==> config.mk <==
export PLATFORM = sky130hd
export DESIGN_NAME = lcl_logic_cell
export DESIGN_NICKNAME = d
export VERILOG_FILES = /design/src/rtl/lcl_logic_cell.v
export VERILOG_INCLUDE_DIRS = /design/src /design/src/rtl
export SDC_FILE = /design/constraint.sdc
export NUM_CORES = 1
export LEC_CHECK = 0
export BUFFER_PORTS_ARGS = -buffer_cell sky130_fd_sc_hd__buf_4
export CELL_PAD_IN_SITES_DETAIL_PLACEMENT = 2
export CELL_PAD_IN_SITES_GLOBAL_PLACEMENT = 2
export CORE_ASPECT_RATIO = 1.25
export CORE_MARGIN = 1
export CORE_UTILIZATION = 35
export DETAILED_ROUTE_END_ITERATION = 16
export PLACE_DENSITY_LB_ADDON = 0.1
export SLEW_MARGIN = 5
export SYNTH_ARGS = -nofsm -noshare
export SYNTH_HDL_FRONTEND = slang
export SYNTH_SLANG_ARGS = --single-unit
==> constraint.sdc <==
create_clock -name mclk -period 3.35 [get_ports mclk]
set_clock_uncertainty 0.2 [all_clocks]
set_input_delay 0.335 -clock mclk [delete_from_list [all_inputs] [get_ports mclk]]
set_output_delay 0.335 -clock mclk [all_outputs]
set_load 0.005 [all_outputs]
==> src/rtl/lcl_defines.vh <==
// How it works
// - Modes 011 to 111 give SR latch, D flip-flops, JK flip-flop, transparent latch.
// - A set gate polarity bit inverts that gate before the logic function.
// - Polarity bits for gates 4..1 sit in bits 3..0; bits 15..4 read zero.
// - A true-enable bit routes the plain data source into its gate.
// - A negated-enable bit routes the inverted data source into its gate.
// - Gate 4 uses bits 15..8, gate 3 bits 7..0, source 4 true first.
// - Disable bits 5..2 switch cells 4..1 off when set.
`ifndef LCL_DEFINES_VH
`define LCL_DEFINES_VH

////////////////////////////////////////////////////////////////////////////////
// Register map: cell n at n*16, one shared disable register after the cells
`define LCL_ADDR_W 7
`define LCL_OFF_MODE 2'h0
`define LCL_OFF_POL 2'h1
`define LCL_OFF_SEL12 2'h2
`define LCL_OFF_SEL34 2'h3
`define LCL_OFF_DISABLE 7'h40

// Field positions
`define LCL_MODE_W 3
`define LCL_STATE_BIT 5
`define LCL_POL_W 4
`define LCL_DIS_LSB 2
`define LCL_DIS_MSB 5

// Reset values
`define LCL_RST_MODE 3'h0
`define LCL_RST_POL 4'h0
`define LCL_RST_SEL 16'h0000
`define LCL_RST_DIS 4'h0

// Mode encodings
`define LCL_MD_ANDOR 3'h0
`define LCL_MD_ORXOR 3'h1
`define LCL_MD_AND4 3'h2
`define LCL_MD_SRLAT 3'h3
`define LCL_MD_DFFSR 3'h4
`define LCL_MD_DFF2 3'h5
`define LCL_MD_JKFF 3'h6
`define LCL_MD_DLAT 3'h7

// Bus responses
`define LCL_RESP_OKAY 2'h0
`define LCL_RESP_SLVERR 2'h2

`endif

==> src/rtl/lcl_logic_cell.v <==
// The register offsets and the AXI4-Lite register port were chosen for this implementation.
`timescale 1ns/1ps
`include "lcl_defines.vh"

module lcl_logic_cell (
	// Clock and reset
	input wire mclk,
	input wire srst,
	// AXI4-Lite write address and data
	input wire [6:0] s_axi_awaddr,
	input wire s_axi_awvalid,
	output reg s_axi_awready,
	input wire [31:0] s_axi_wdata,
	input wire [3:0] s_axi_wstrb,
	input wire s_axi_wvalid,
	output reg s_axi_wready,
	// AXI4-Lite write response
	output reg [1:0] s_axi_bresp,
	output reg s_axi_bvalid,
	input wire s_axi_bready,
	// AXI4-Lite read
	input wire [6:0] s_axi_araddr,
	input wire s_axi_arvalid,
	output reg s_axi_arready,
	output reg [31:0] s_axi_rdata,
	output reg [1:0] s_axi_rresp,
	output reg s_axi_rvalid,
	input wire s_axi_rready,
	// Data sources, four per cell, cell n uses bits 4n+3..4n
	input wire [15:0] dataSrc,
	// Cell outputs
	output reg [3:0] cellOut
);

	////////////////////////////////////////////////////////////////////////////
	// Configuration storage
	reg [11:0] modeR;
	reg [15:0] polR;
	reg [63:0] sel12R;
	reg [63:0] sel34R;
	reg [3:0] disR;
	reg [6:0] wAddrR;
	reg [31:0] wDataR;
	reg [3:0] wStrbR;
	reg wPendR;
	reg [6:0] rAddrR;
	reg rPendR;

	// One gate: OR of enabled true and negated sources, zero if none enabled
	function gate_or;
		input [7:0] sel;
		input [3:0] d;
		integer k;
		begin
			gate_or = 1'b0;
			for (k = 0; k < 4; k = k + 1) begin
				gate_or = gate_or | (sel[2*k+1] & d[k]);
				gate_or = gate_or | (sel[2*k] & ~d[k]);
			end
		end
	endfunction

	// Address decode helpers
	wire wCellHit = (wAddrR[6] == 1'b0);
	wire [1:0] wCell = wAddrR[5:4];
	wire [1:0] wReg = wAddrR[3:2];
	wire wDisHit = (wAddrR == `LCL_OFF_DISABLE);
	wire wOk = wCellHit | wDisHit;
	wire rCellHit = (rAddrR[6] == 1'b0);
	wire [1:0] rCell = rAddrR[5:4];
	wire [1:0] rReg = rAddrR[3:2];
	wire rDisHit = (rAddrR == `LCL_OFF_DISABLE);

	// Byte-lane merge of a 16-bit register
	function [15:0] merge16;
		input [15:0] old;
		input [31:0] wd;
		input [3:0] st;
		begin
			merge16[7:0] = st[0] ? wd[7:0] : old[7:0];
			merge16[15:8] = st[1] ? wd[15:8] : old[15:8];
		end
	endfunction

	////////////////////////////////////////////////////////////////////////////
	// Write channel: take address and data together once both are valid, then respond
	always @(posedge mclk) begin
		if (srst) begin
			s_axi_awready <= 1'b0;
			s_axi_wready <= 1'b0;
			s_axi_bvalid <= 1'b0;
			s_axi_bresp <= `LCL_RESP_OKAY;
			wAddrR <= 7'h00;
			wDataR <= 32'h0000_0000;
			wStrbR <= 4'h0;
			wPendR <= 1'b0;
			modeR <= {4{`LCL_RST_MODE}};
			polR <= {4{`LCL_RST_POL}};
			sel12R <= {4{`LCL_RST_SEL}};
			sel34R <= {4{`LCL_RST_SEL}};
			disR <= `LCL_RST_DIS;
		end else begin
			s_axi_awready <= 1'b0;
			s_axi_wready <= 1'b0;
			wPendR <= 1'b0;
			if (s_axi_bvalid && s_axi_bready)
				s_axi_bvalid <= 1'b0;
			if (!s_axi_bvalid && !wPendR && !s_axi_awready && s_axi_awvalid &&
				s_axi_wvalid) begin
				s_axi_awready <= 1'b1;
				s_axi_wready <= 1'b1;
				wAddrR <= s_axi_awaddr;
				wDataR <= s_axi_wdata;
				wStrbR <= s_axi_wstrb;
				wPendR <= 1'b1;
			end
			if (wPendR) begin
				s_axi_bvalid <= 1'b1;
				s_axi_bresp <= wOk ? `LCL_RESP_OKAY : `LCL_RESP_SLVERR;
				if (wCellHit && wStrbR[0]) begin
					case (wReg)
						`LCL_OFF_MODE: modeR[3*wCell +: 3] <= wDataR[2:0];
						`LCL_OFF_POL: polR[4*wCell +: 4] <= wDataR[3:0];
						default: ;
					endcase
				end
				if (wCellHit && wReg == `LCL_OFF_SEL12)
					sel12R[16*wCell +: 16] <= merge16(sel12R[16*wCell +: 16], wDataR, wStrbR);
				if (wCellHit && wReg == `LCL_OFF_SEL34)
					sel34R[16*wCell +: 16] <= merge16(sel34R[16*wCell +: 16], wDataR, wStrbR);
				if (wDisHit && wStrbR[0])
					disR <= wDataR[`LCL_DIS_MSB:`LCL_DIS_LSB];
			end
		end
	end

	////////////////////////////////////////////////////////////////////////////
	// Read channel: one cycle to take the address, one to answer
	always @(posedge mclk) begin
		if (srst) begin
			s_axi_arready <= 1'b0;
			s_axi_rvalid <= 1'b0;
			s_axi_rdata <= 32'h0000_0000;
			s_axi_rresp <= `LCL_RESP_OKAY;
			rAddrR <= 7'h00;
			rPendR <= 1'b0;
		end else begin
			s_axi_arready <= 1'b0;
			rPendR <= 1'b0;
			if (s_axi_rvalid && s_axi_rready)
				s_axi_rvalid <= 1'b0;
			if (!s_axi_rvalid && !rPendR && !s_axi_arready && s_axi_arvalid) begin
				s_axi_arready <= 1'b1;
				rAddrR <= s_axi_araddr;
				rPendR <= 1'b1;
			end
			if (rPendR) begin
				s_axi_rvalid <= 1'b1;
				s_axi_rresp <= (rCellHit | rDisHit) ? `LCL_RESP_OKAY : `LCL_RESP_SLVERR;
				s_axi_rdata <= 32'h0000_0000;
				if (rDisHit)
					s_axi_rdata[`LCL_DIS_MSB:`LCL_DIS_LSB] <= disR;
				else if (rCellHit) begin
					case (rReg)
						`LCL_OFF_MODE: begin
							s_axi_rdata[2:0] <= modeR[3*rCell +: 3];
							s_axi_rdata[`LCL_STATE_BIT] <= cellOut[rCell];
						end
						`LCL_OFF_POL: s_axi_rdata[3:0] <= polR[4*rCell +: 4];
						`LCL_OFF_SEL12: s_axi_rdata[15:0] <= sel12R[16*rCell +: 16];
						default: s_axi_rdata[15:0] <= sel34R[16*rCell +: 16];
					endcase
				end
			end
		end
	end

	////////////////////////////////////////////////////////////////////////////
	// Four cells
	genvar c;
	generate
		for (c = 0; c < 4; c = c + 1) begin : gCell
			wire [3:0] d = dataSrc[4*c +: 4];
			wire [15:0] s12 = sel12R[16*c +: 16];
			wire [15:0] s34 = sel34R[16*c +: 16];
			wire [3:0] pol = polR[4*c +: 4];
			wire [2:0] mode = modeR[3*c +: 3];
			// Gate outputs after polarity; gate 4 high byte, gate 3 low byte
			wire g1 = gate_or(s12[7:0], d) ^ pol[0];
			wire g2 = gate_or(s12[15:8], d) ^ pol[1];
			wire g3 = gate_or(s34[7:0], d) ^ pol[2];
			wire g4 = gate_or(s34[15:8], d) ^ pol[3];
			reg clkPrevR;
			reg outNxt;
			wire clkRise = g1 & ~clkPrevR;

			// Next output per mode; flip-flop modes clock on gate 1 rising
			always @* begin
				outNxt = cellOut[c];
				case (mode)
					`LCL_MD_ANDOR: outNxt = (g1 & g2) | (g3 & g4);
					`LCL_MD_ORXOR: outNxt = (g1 | g2) ^ (g3 | g4);
					`LCL_MD_AND4: outNxt = g1 & g2 & g3 & g4;
					`LCL_MD_SRLAT: begin
						if (g1 | g2)
							outNxt = 1'b1;
						else if (g3 | g4)
							outNxt = 1'b0;
					end
					`LCL_MD_DFFSR: begin
						if (g4)
							outNxt = 1'b1;
						else if (g3)
							outNxt = 1'b0;
						else if (clkRise)
							outNxt = g2;
					end
					`LCL_MD_DFF2: begin
						if (g3)
							outNxt = 1'b0;
						else if (clkRise)
							outNxt = g2 & g4;
					end
					`LCL_MD_JKFF: begin
						if (g3)
							outNxt = 1'b0;
						else if (clkRise)
							outNxt = (g2 & ~cellOut[c]) | (~g4 & cellOut[c]);
					end
					`LCL_MD_DLAT: begin
						if (g4)
							outNxt = 1'b1;
						else if (g3)
							outNxt = 1'b0;
						else if (g1)
							outNxt = g2;
					end
					default: outNxt = 1'b0;
				endcase
			end

			// Output and gate-1 history; a disabled cell is held cleared
			always @(posedge mclk) begin
				if (srst || disR[c]) begin
					cellOut[c] <= 1'b0;
					clkPrevR <= 1'b0;
				end else begin
					cellOut[c] <= outNxt;
					clkPrevR <= g1;
				end
			end
		end
	endgenerate

endmodule // lcl_logic_cell

# Yosys cells after proc, flatten, opt, wreduce, memory -nomap -nowiden
# Cells that the tools add are included.
dict set report word_totals {
  ff_bits 224
  out_inout_bits 45
  inputBits 73
  elab_cells 556
}
dict set report op_classes {
  add_sub_neg 3
  n_mul 2
  eq_ne 55
  magnitude_cmp 1
  mux 79
  shifts 13
  n_reduce_logical 39
  n_bitwise 340
}
# op n
set op_table {}
lappend op_table {{$shiftx A64 B7 Y16} 4}
lappend op_table {{$and A1 B1 Y1} 160}
lappend op_table {{$or A1 B1 Y1} 130}
lappend op_table {{$bwmux W64} 2}
lappend op_table {{$shiftx A16 B34 Y64} 2}
lappend op_table {{$neg A4 Y34} 2}
lappend op_table {{$shift A16 B34 Y64 const A} 1}
lappend op_table {{$mux W1} 55}
lappend op_table {{$eq A3 B3 Y1 const B} 16}
lappend op_table {{$ne A3 B3 Y1 const B} 12}
lappend op_table {{$neg A6 Y34} 1}
lappend op_table {{$shift A3 B34 Y12 const A} 1}
lappend op_table {{$shift A4 B34 Y16 const A} 1}
lappend op_table {{$shiftx A3 B34 Y12} 1}
lappend op_table {{$shiftx A4 B34 Y16} 1}
lappend op_table {{$mux W8} 4}
lappend op_table {{$ne A4 B4 Y1 const B} 8}
lappend op_table {{$pmux W1 S8} 4}
lappend op_table {{$not A1 Y1} 30}
lappend op_table {{$eq A3 B2 Y1 const B} 8}
lappend op_table {{$pmux W10 S2} 1}
lappend op_table {{$reduce_and A5 Y1} 4}
lappend op_table {{$xor A1 B1 Y1} 20}
lappend op_table {{$bwmux W16} 1}
lappend op_table {{other kinds (26)} 63}

# Depth between registers and ports, before layout
dict set report depth {
  ltp_word 16
  ltp_mapped 11
  depth_no_buf 10
}

# Worst setup path after synthesis
# No wires, ideal clock.
dict set report synth_timing {
  kind {register to register}
  from {reg wAddrR[5]}
  to {reg sel34R[10]}
  t_arrival_ps 2556
  path_buffers 4
  period_less_slack_ps 2821
  setup_ps 65
  path_slack_ps 529
  required_time_ps 3085
  stages_incl_launch_ff 11
  cell_sequence {dfxtp_1 clkbuf_1 clkbuf_1 inv_1 ha_1 nor3b_2 and3_1 clkbuf_1 buf_2 a22oi_1 nor2_1}
}
dict set report synth_via {
  elab_chain_cells 4
  word_cells_on_any_way 7
  cone_classes {add/sub (1); shift (3); mux (3)}
}
# item line
set synth_lines {}
lappend synth_lines {{from (decl)} lcl_logic_cell.v:42} ;# reg [6:0] wAddrR;
lappend synth_lines {{from (signal assigned)} lcl_logic_cell.v:112} ;# wAddrR <= s_axi_awaddr;
lappend synth_lines {{$shiftx A64 B7 Y16} lcl_logic_cell.v:130} ;# sel34R[16*wCell +: 16] <= merge16(sel34R[16*wCell +: 16], wDataR, wStrbR);
lappend synth_lines {{$mux W8 (on tied branches)} {lcl_logic_cell.v:80, lcl_logic_cell.v:81}}
lappend synth_lines {{$shiftx A16 B34 Y64} lcl_logic_cell.v:130}
lappend synth_lines {{$bwmux W64 (*)} lcl_logic_cell.v:130}
lappend synth_lines {{to (signal assigned)} lcl_logic_cell.v:100} ;# sel34R <= {4{`LCL_RST_SEL}};
lappend synth_lines {{to (signal, indexed assignment)} lcl_logic_cell.v:130}
lappend synth_lines {{to (decl)} lcl_logic_cell.v:40} ;# reg [63:0] sel34R;
# Every way passes the cells marked *; elsewhere a longest branch is shown, timed or not.
# A chain may end at the register's enable or synchronous reset.

# Final worst setup path
dict set report layout_timing {
  from {reg rAddrR[4]}
  to {reg s_axi_rdata[2]}
}
dict set report layout_via {
  elab_chain_cells 5
  word_cells_on_any_way 9
  cone_classes {mul (1); eq/ne (1); shift (4); mux (3)}
}
# item line
set layout_lines {}
lappend layout_lines {{from (decl)} lcl_logic_cell.v:46} ;# reg [6:0] rAddrR;
lappend layout_lines {{from (signal assigned)} lcl_logic_cell.v:154} ;# rAddrR <= s_axi_araddr;
lappend layout_lines {{$mul A2 B2 Y4} lcl_logic_cell.v:166} ;# s_axi_rdata[2:0] <= modeR[3*rCell +: 3];
lappend layout_lines {{$shiftx A12 B5 Y3} lcl_logic_cell.v:166}
lappend layout_lines {{$pmux W3 S3} lcl_logic_cell.v:164} ;# case (rReg)
lappend layout_lines {{$mux W16} lcl_logic_cell.v:163} ;# else if (rCellHit) begin
lappend layout_lines {{$mux W4 (*)} lcl_logic_cell.v:161} ;# if (rDisHit)
lappend layout_lines {{to (signal, indexed assignment)} lcl_logic_cell.v:162} ;# s_axi_rdata[`LCL_DIS_MSB:`LCL_DIS_LSB] <= disR;
lappend layout_lines {{to (signal assigned)} lcl_logic_cell.v:166}
lappend layout_lines {{to (signal, indexed assignment)} lcl_logic_cell.v:167} ;# s_axi_rdata[`LCL_STATE_BIT] <= cellOut[rCell];
lappend layout_lines {{to (decl)} lcl_logic_cell.v:25} ;# output reg [31:0] s_axi_rdata,
# Marks and branches as above.

==> results.yml <==
status:
  status: "finished clean"
logic_synthesis:
  yosysUniqueCellTypes: 70
  syn_inst: 1316
  ys_ff_latch: 222
  synth_commonest_cells: "dfxtp_1 (222), nor2_1 (195), a22oi_1 (130)"
  ys.flop_type: "dfxtp_1"
  synth_area_leaders: "dfxtp_1 (37%), mux4_2 (14%), a22oi_1 (8.0%)"
  syn_area_um2: 12200
  synth_top_area_share_pct: 36.5
  seq_area_frac_synth_pct: 36.5
  syn_area_per_cell_um2: 9.24
  postSynth.asyncResetShare_pct: 0
  synth_edf_count: 0
  yosysMostFrequentCell: "dfxtp_1"
  synth_top_area_cell: "dfxtp_1"
  ys_warn_count: 0
floorplan:
  start_util_pct: 35.9
  die-area_um2: 35500
  core-area_um2: 33900
  die_w_um: 169
  rows: 75
  die_h_um: 210
  io-pin-count: 118
power:
  total_leakage_power_uw: 0.00512
  peakVddDrop_uv: 324
  p_per_area_nw_per_um2: 435
  design_power_total_uw: 6190
clock_tree:
  cts-htree-levels: 1
  cts_setup_buffers: 0
  root_buffer: "clkbuf_16"
  post_cts_resized: 0
  cts_max_path_buffers: 3
  cts_buffers: 26
  cts_tree: "built"
  insertion_delay_ns: 0.56
  clk_pin_slew_ns: 0.06
  cts.sinks: 222
routing:
  wl_per_cell_um: 25.7
  drt-initial-drc-count: 760
  wl_met3_mm: 1.98
  top_layer_used: "met4"
  viasPerCell: 5.86
  ant_nets: 0
  drt_wl_total_mm: 47.7
  wl_met1_mm: 19.1
  num_vias: 10900
  firstDrtPassIters: 5
  drc: 0
  wl_met2_mm: 24.4
critical_path:
  crit_path_end_kind: "flop"
  path_class: "reg -> reg"
  cp.required_ns: 3.56
  cp-start-kind: "flop"
  path_max_fanout: 22
  reg2reg_depth: 4
  arrival_ns: 3.01
grt:
  first_global_vias: 11800
  grt_overflow: 0
  grt_max_degree: 86
  grt_pass1_wl_mm: 72.8
  track_usage_pct: 27.3
  antenna_found_initial: 0
sta:
  tightestPinTransition_ns: 1.12
  period_share_pct: 83.5
  min_period_ns: 2.80
  finalHoldViolations: 0
  grt_setup_unrepaired: "no"
  finalSetupViolCount: 0
  drv_slew: 0
  setup-tns-final_ns: 0
  relSlewSlack_pct: 25.4
  max_freq_mhz: 357
final_layout:
  layout-drive-gt1-share_pct: 18.8
  syn_to_final_growth_pct: 16.9
  fin_area_um2: 14200
  nets: 1459
  layout.cells.non_filler: 1858
  finish.utilization_pct: 42.0
  antenna_cells: 0
placed_design:
  post_dp_cell_area_um2: 13000
  port_buffers: 81
  place.gp.congestion: 0.822
  placed_cells: 1776
  dpl.hpwl_mm: 32.3
hold_path:
  holdCritPathClass: "in -> reg"
  hold_depth: 2
flow_run:
  maxCapViolCount: 0
[state kept, by name, summed over array words and instances (netlist names), 2 cells and up]
name	cells
cellOut	4
disR	4
gCell.clkPrevR	4
modeR	12
polR	16
rAddrR	7
s_axi_rdata	16
sel12R	64
sel34R	64
wAddrR	7
wDataR	16
wStrbR	2
[path summary, 6_finish.rpt]
check	startpoint	end	slack (ns)
worst min register to register	wAddrR[1]	wAddrR[1]	0.26
worst min-delay path	srst	s_axi_rdata[3]	0.07
worst max register to register	rAddrR[4]	s_axi_rdata[2]	0.55
worst max-delay path	rAddrR[4]	s_axi_rdata[2]	0.55
[placed cells by master, fill, tap and decap left out, types with 4 or more instances in the layout]
cell           netlist  layout
and3_1               9       9
dlygate4sd3_1        0      34
xnor2_1              4       4
o21ai_0              7       7
ha_1                10      10
a21oi_1             78      78
a22oi_1            130     130
nor2b_1              6       6
o21ai_1             39      39
clkinv_2             1      10
o211ai_1             5       5
nand2_1            125     125
nand2b_1             8       8
nor2_1             195     195
dfxtp_1            222     219
conb_1               1      18
xor2_1              10      10
nor3b_1              4       4
mux4_2              75      75
nor3_1               8       8
inv_1               39      39
nand3_1              9       9
buf_4               22     112
mux2i_1             85      85
nand4_1             47      47
nand3b_1             5       5
clkbuf_16            0      27
[where the power goes]
| part | internal [uW] | switching [uW] |
|---|---|---|
| combinational | 180 | 250 |
| clock | 1770 | 1260 |
| sequential | 2670 | 54.0 |
| total | 4620 | 1570 |
[routing by layer]
layer / vias up / GRT usage [%]
li1: 4871 / -
met1: 5654 / 32.1
met2: 264 / 48.9
met3: 103 / 3.38
met4: 0 / 13.0
met5: - / 0
[per-stage QoR]
| stage | hold WS, ns | setup WS (ns) |
|---|---|---|
| floorplan | 0.236 | 0.529 |
| global placement | 0.247 | 0.472 |
| detailed placement | 0.254 | 0.423 |
| CTS | 0.0801 | 0.517 |
| global route | 0.105 | 0.398 |
| finish | 0.0672 | 0.552 |
[layout make-up]
class / count / area [um^2]
Clock buffer: 31 / 721
Timing Repair Buffer: 150 / 1250
Inverter: 41 / 155
Tap cell: 462 / 578
Multi-Input combinational cell: 935 / 6880
Fill cell: 3685 / 19700
Clock inverter: 17 / 179
Sequential cell: 222 / 4450
[critical path, stage by stage, from the launching register on]
cell and delay (ns):
dfxtp_2 0.89, mux4_2 0.65, mux4_2 0.54, a221oi_2 0.27, nor3_1 0.08
[logic make-up (layout without fill, tap and decap cells)]
| logic type | Yosys count | in the layout | share of synthesized area (%) |
|---|---|---|---|
| XOR/XNOR | 20 | 20 | 2.00 |
| other | 1 | 18 | 0.0308 |
| adder cells (fa/ha/maj) | 10 | 10 | 1.03 |
| AO/OA/AOI/OAI | 288 | 288 | 15.6 |
| AND/OR/NAND/NOR | 437 | 437 | 16.2 |
| buffers and inverters | 176 | 239 | 7.46 |
| multiplexers | 162 | 162 | 21.1 |
| flip-flops | 222 | 222 | 36.5 |
[what timing repair did]
action                     CTS  global route
hold buffers                34             0
hold endpoints to repair    34             0
setup endpoints to repair    0             0
(Power assumes the default switching activity.)
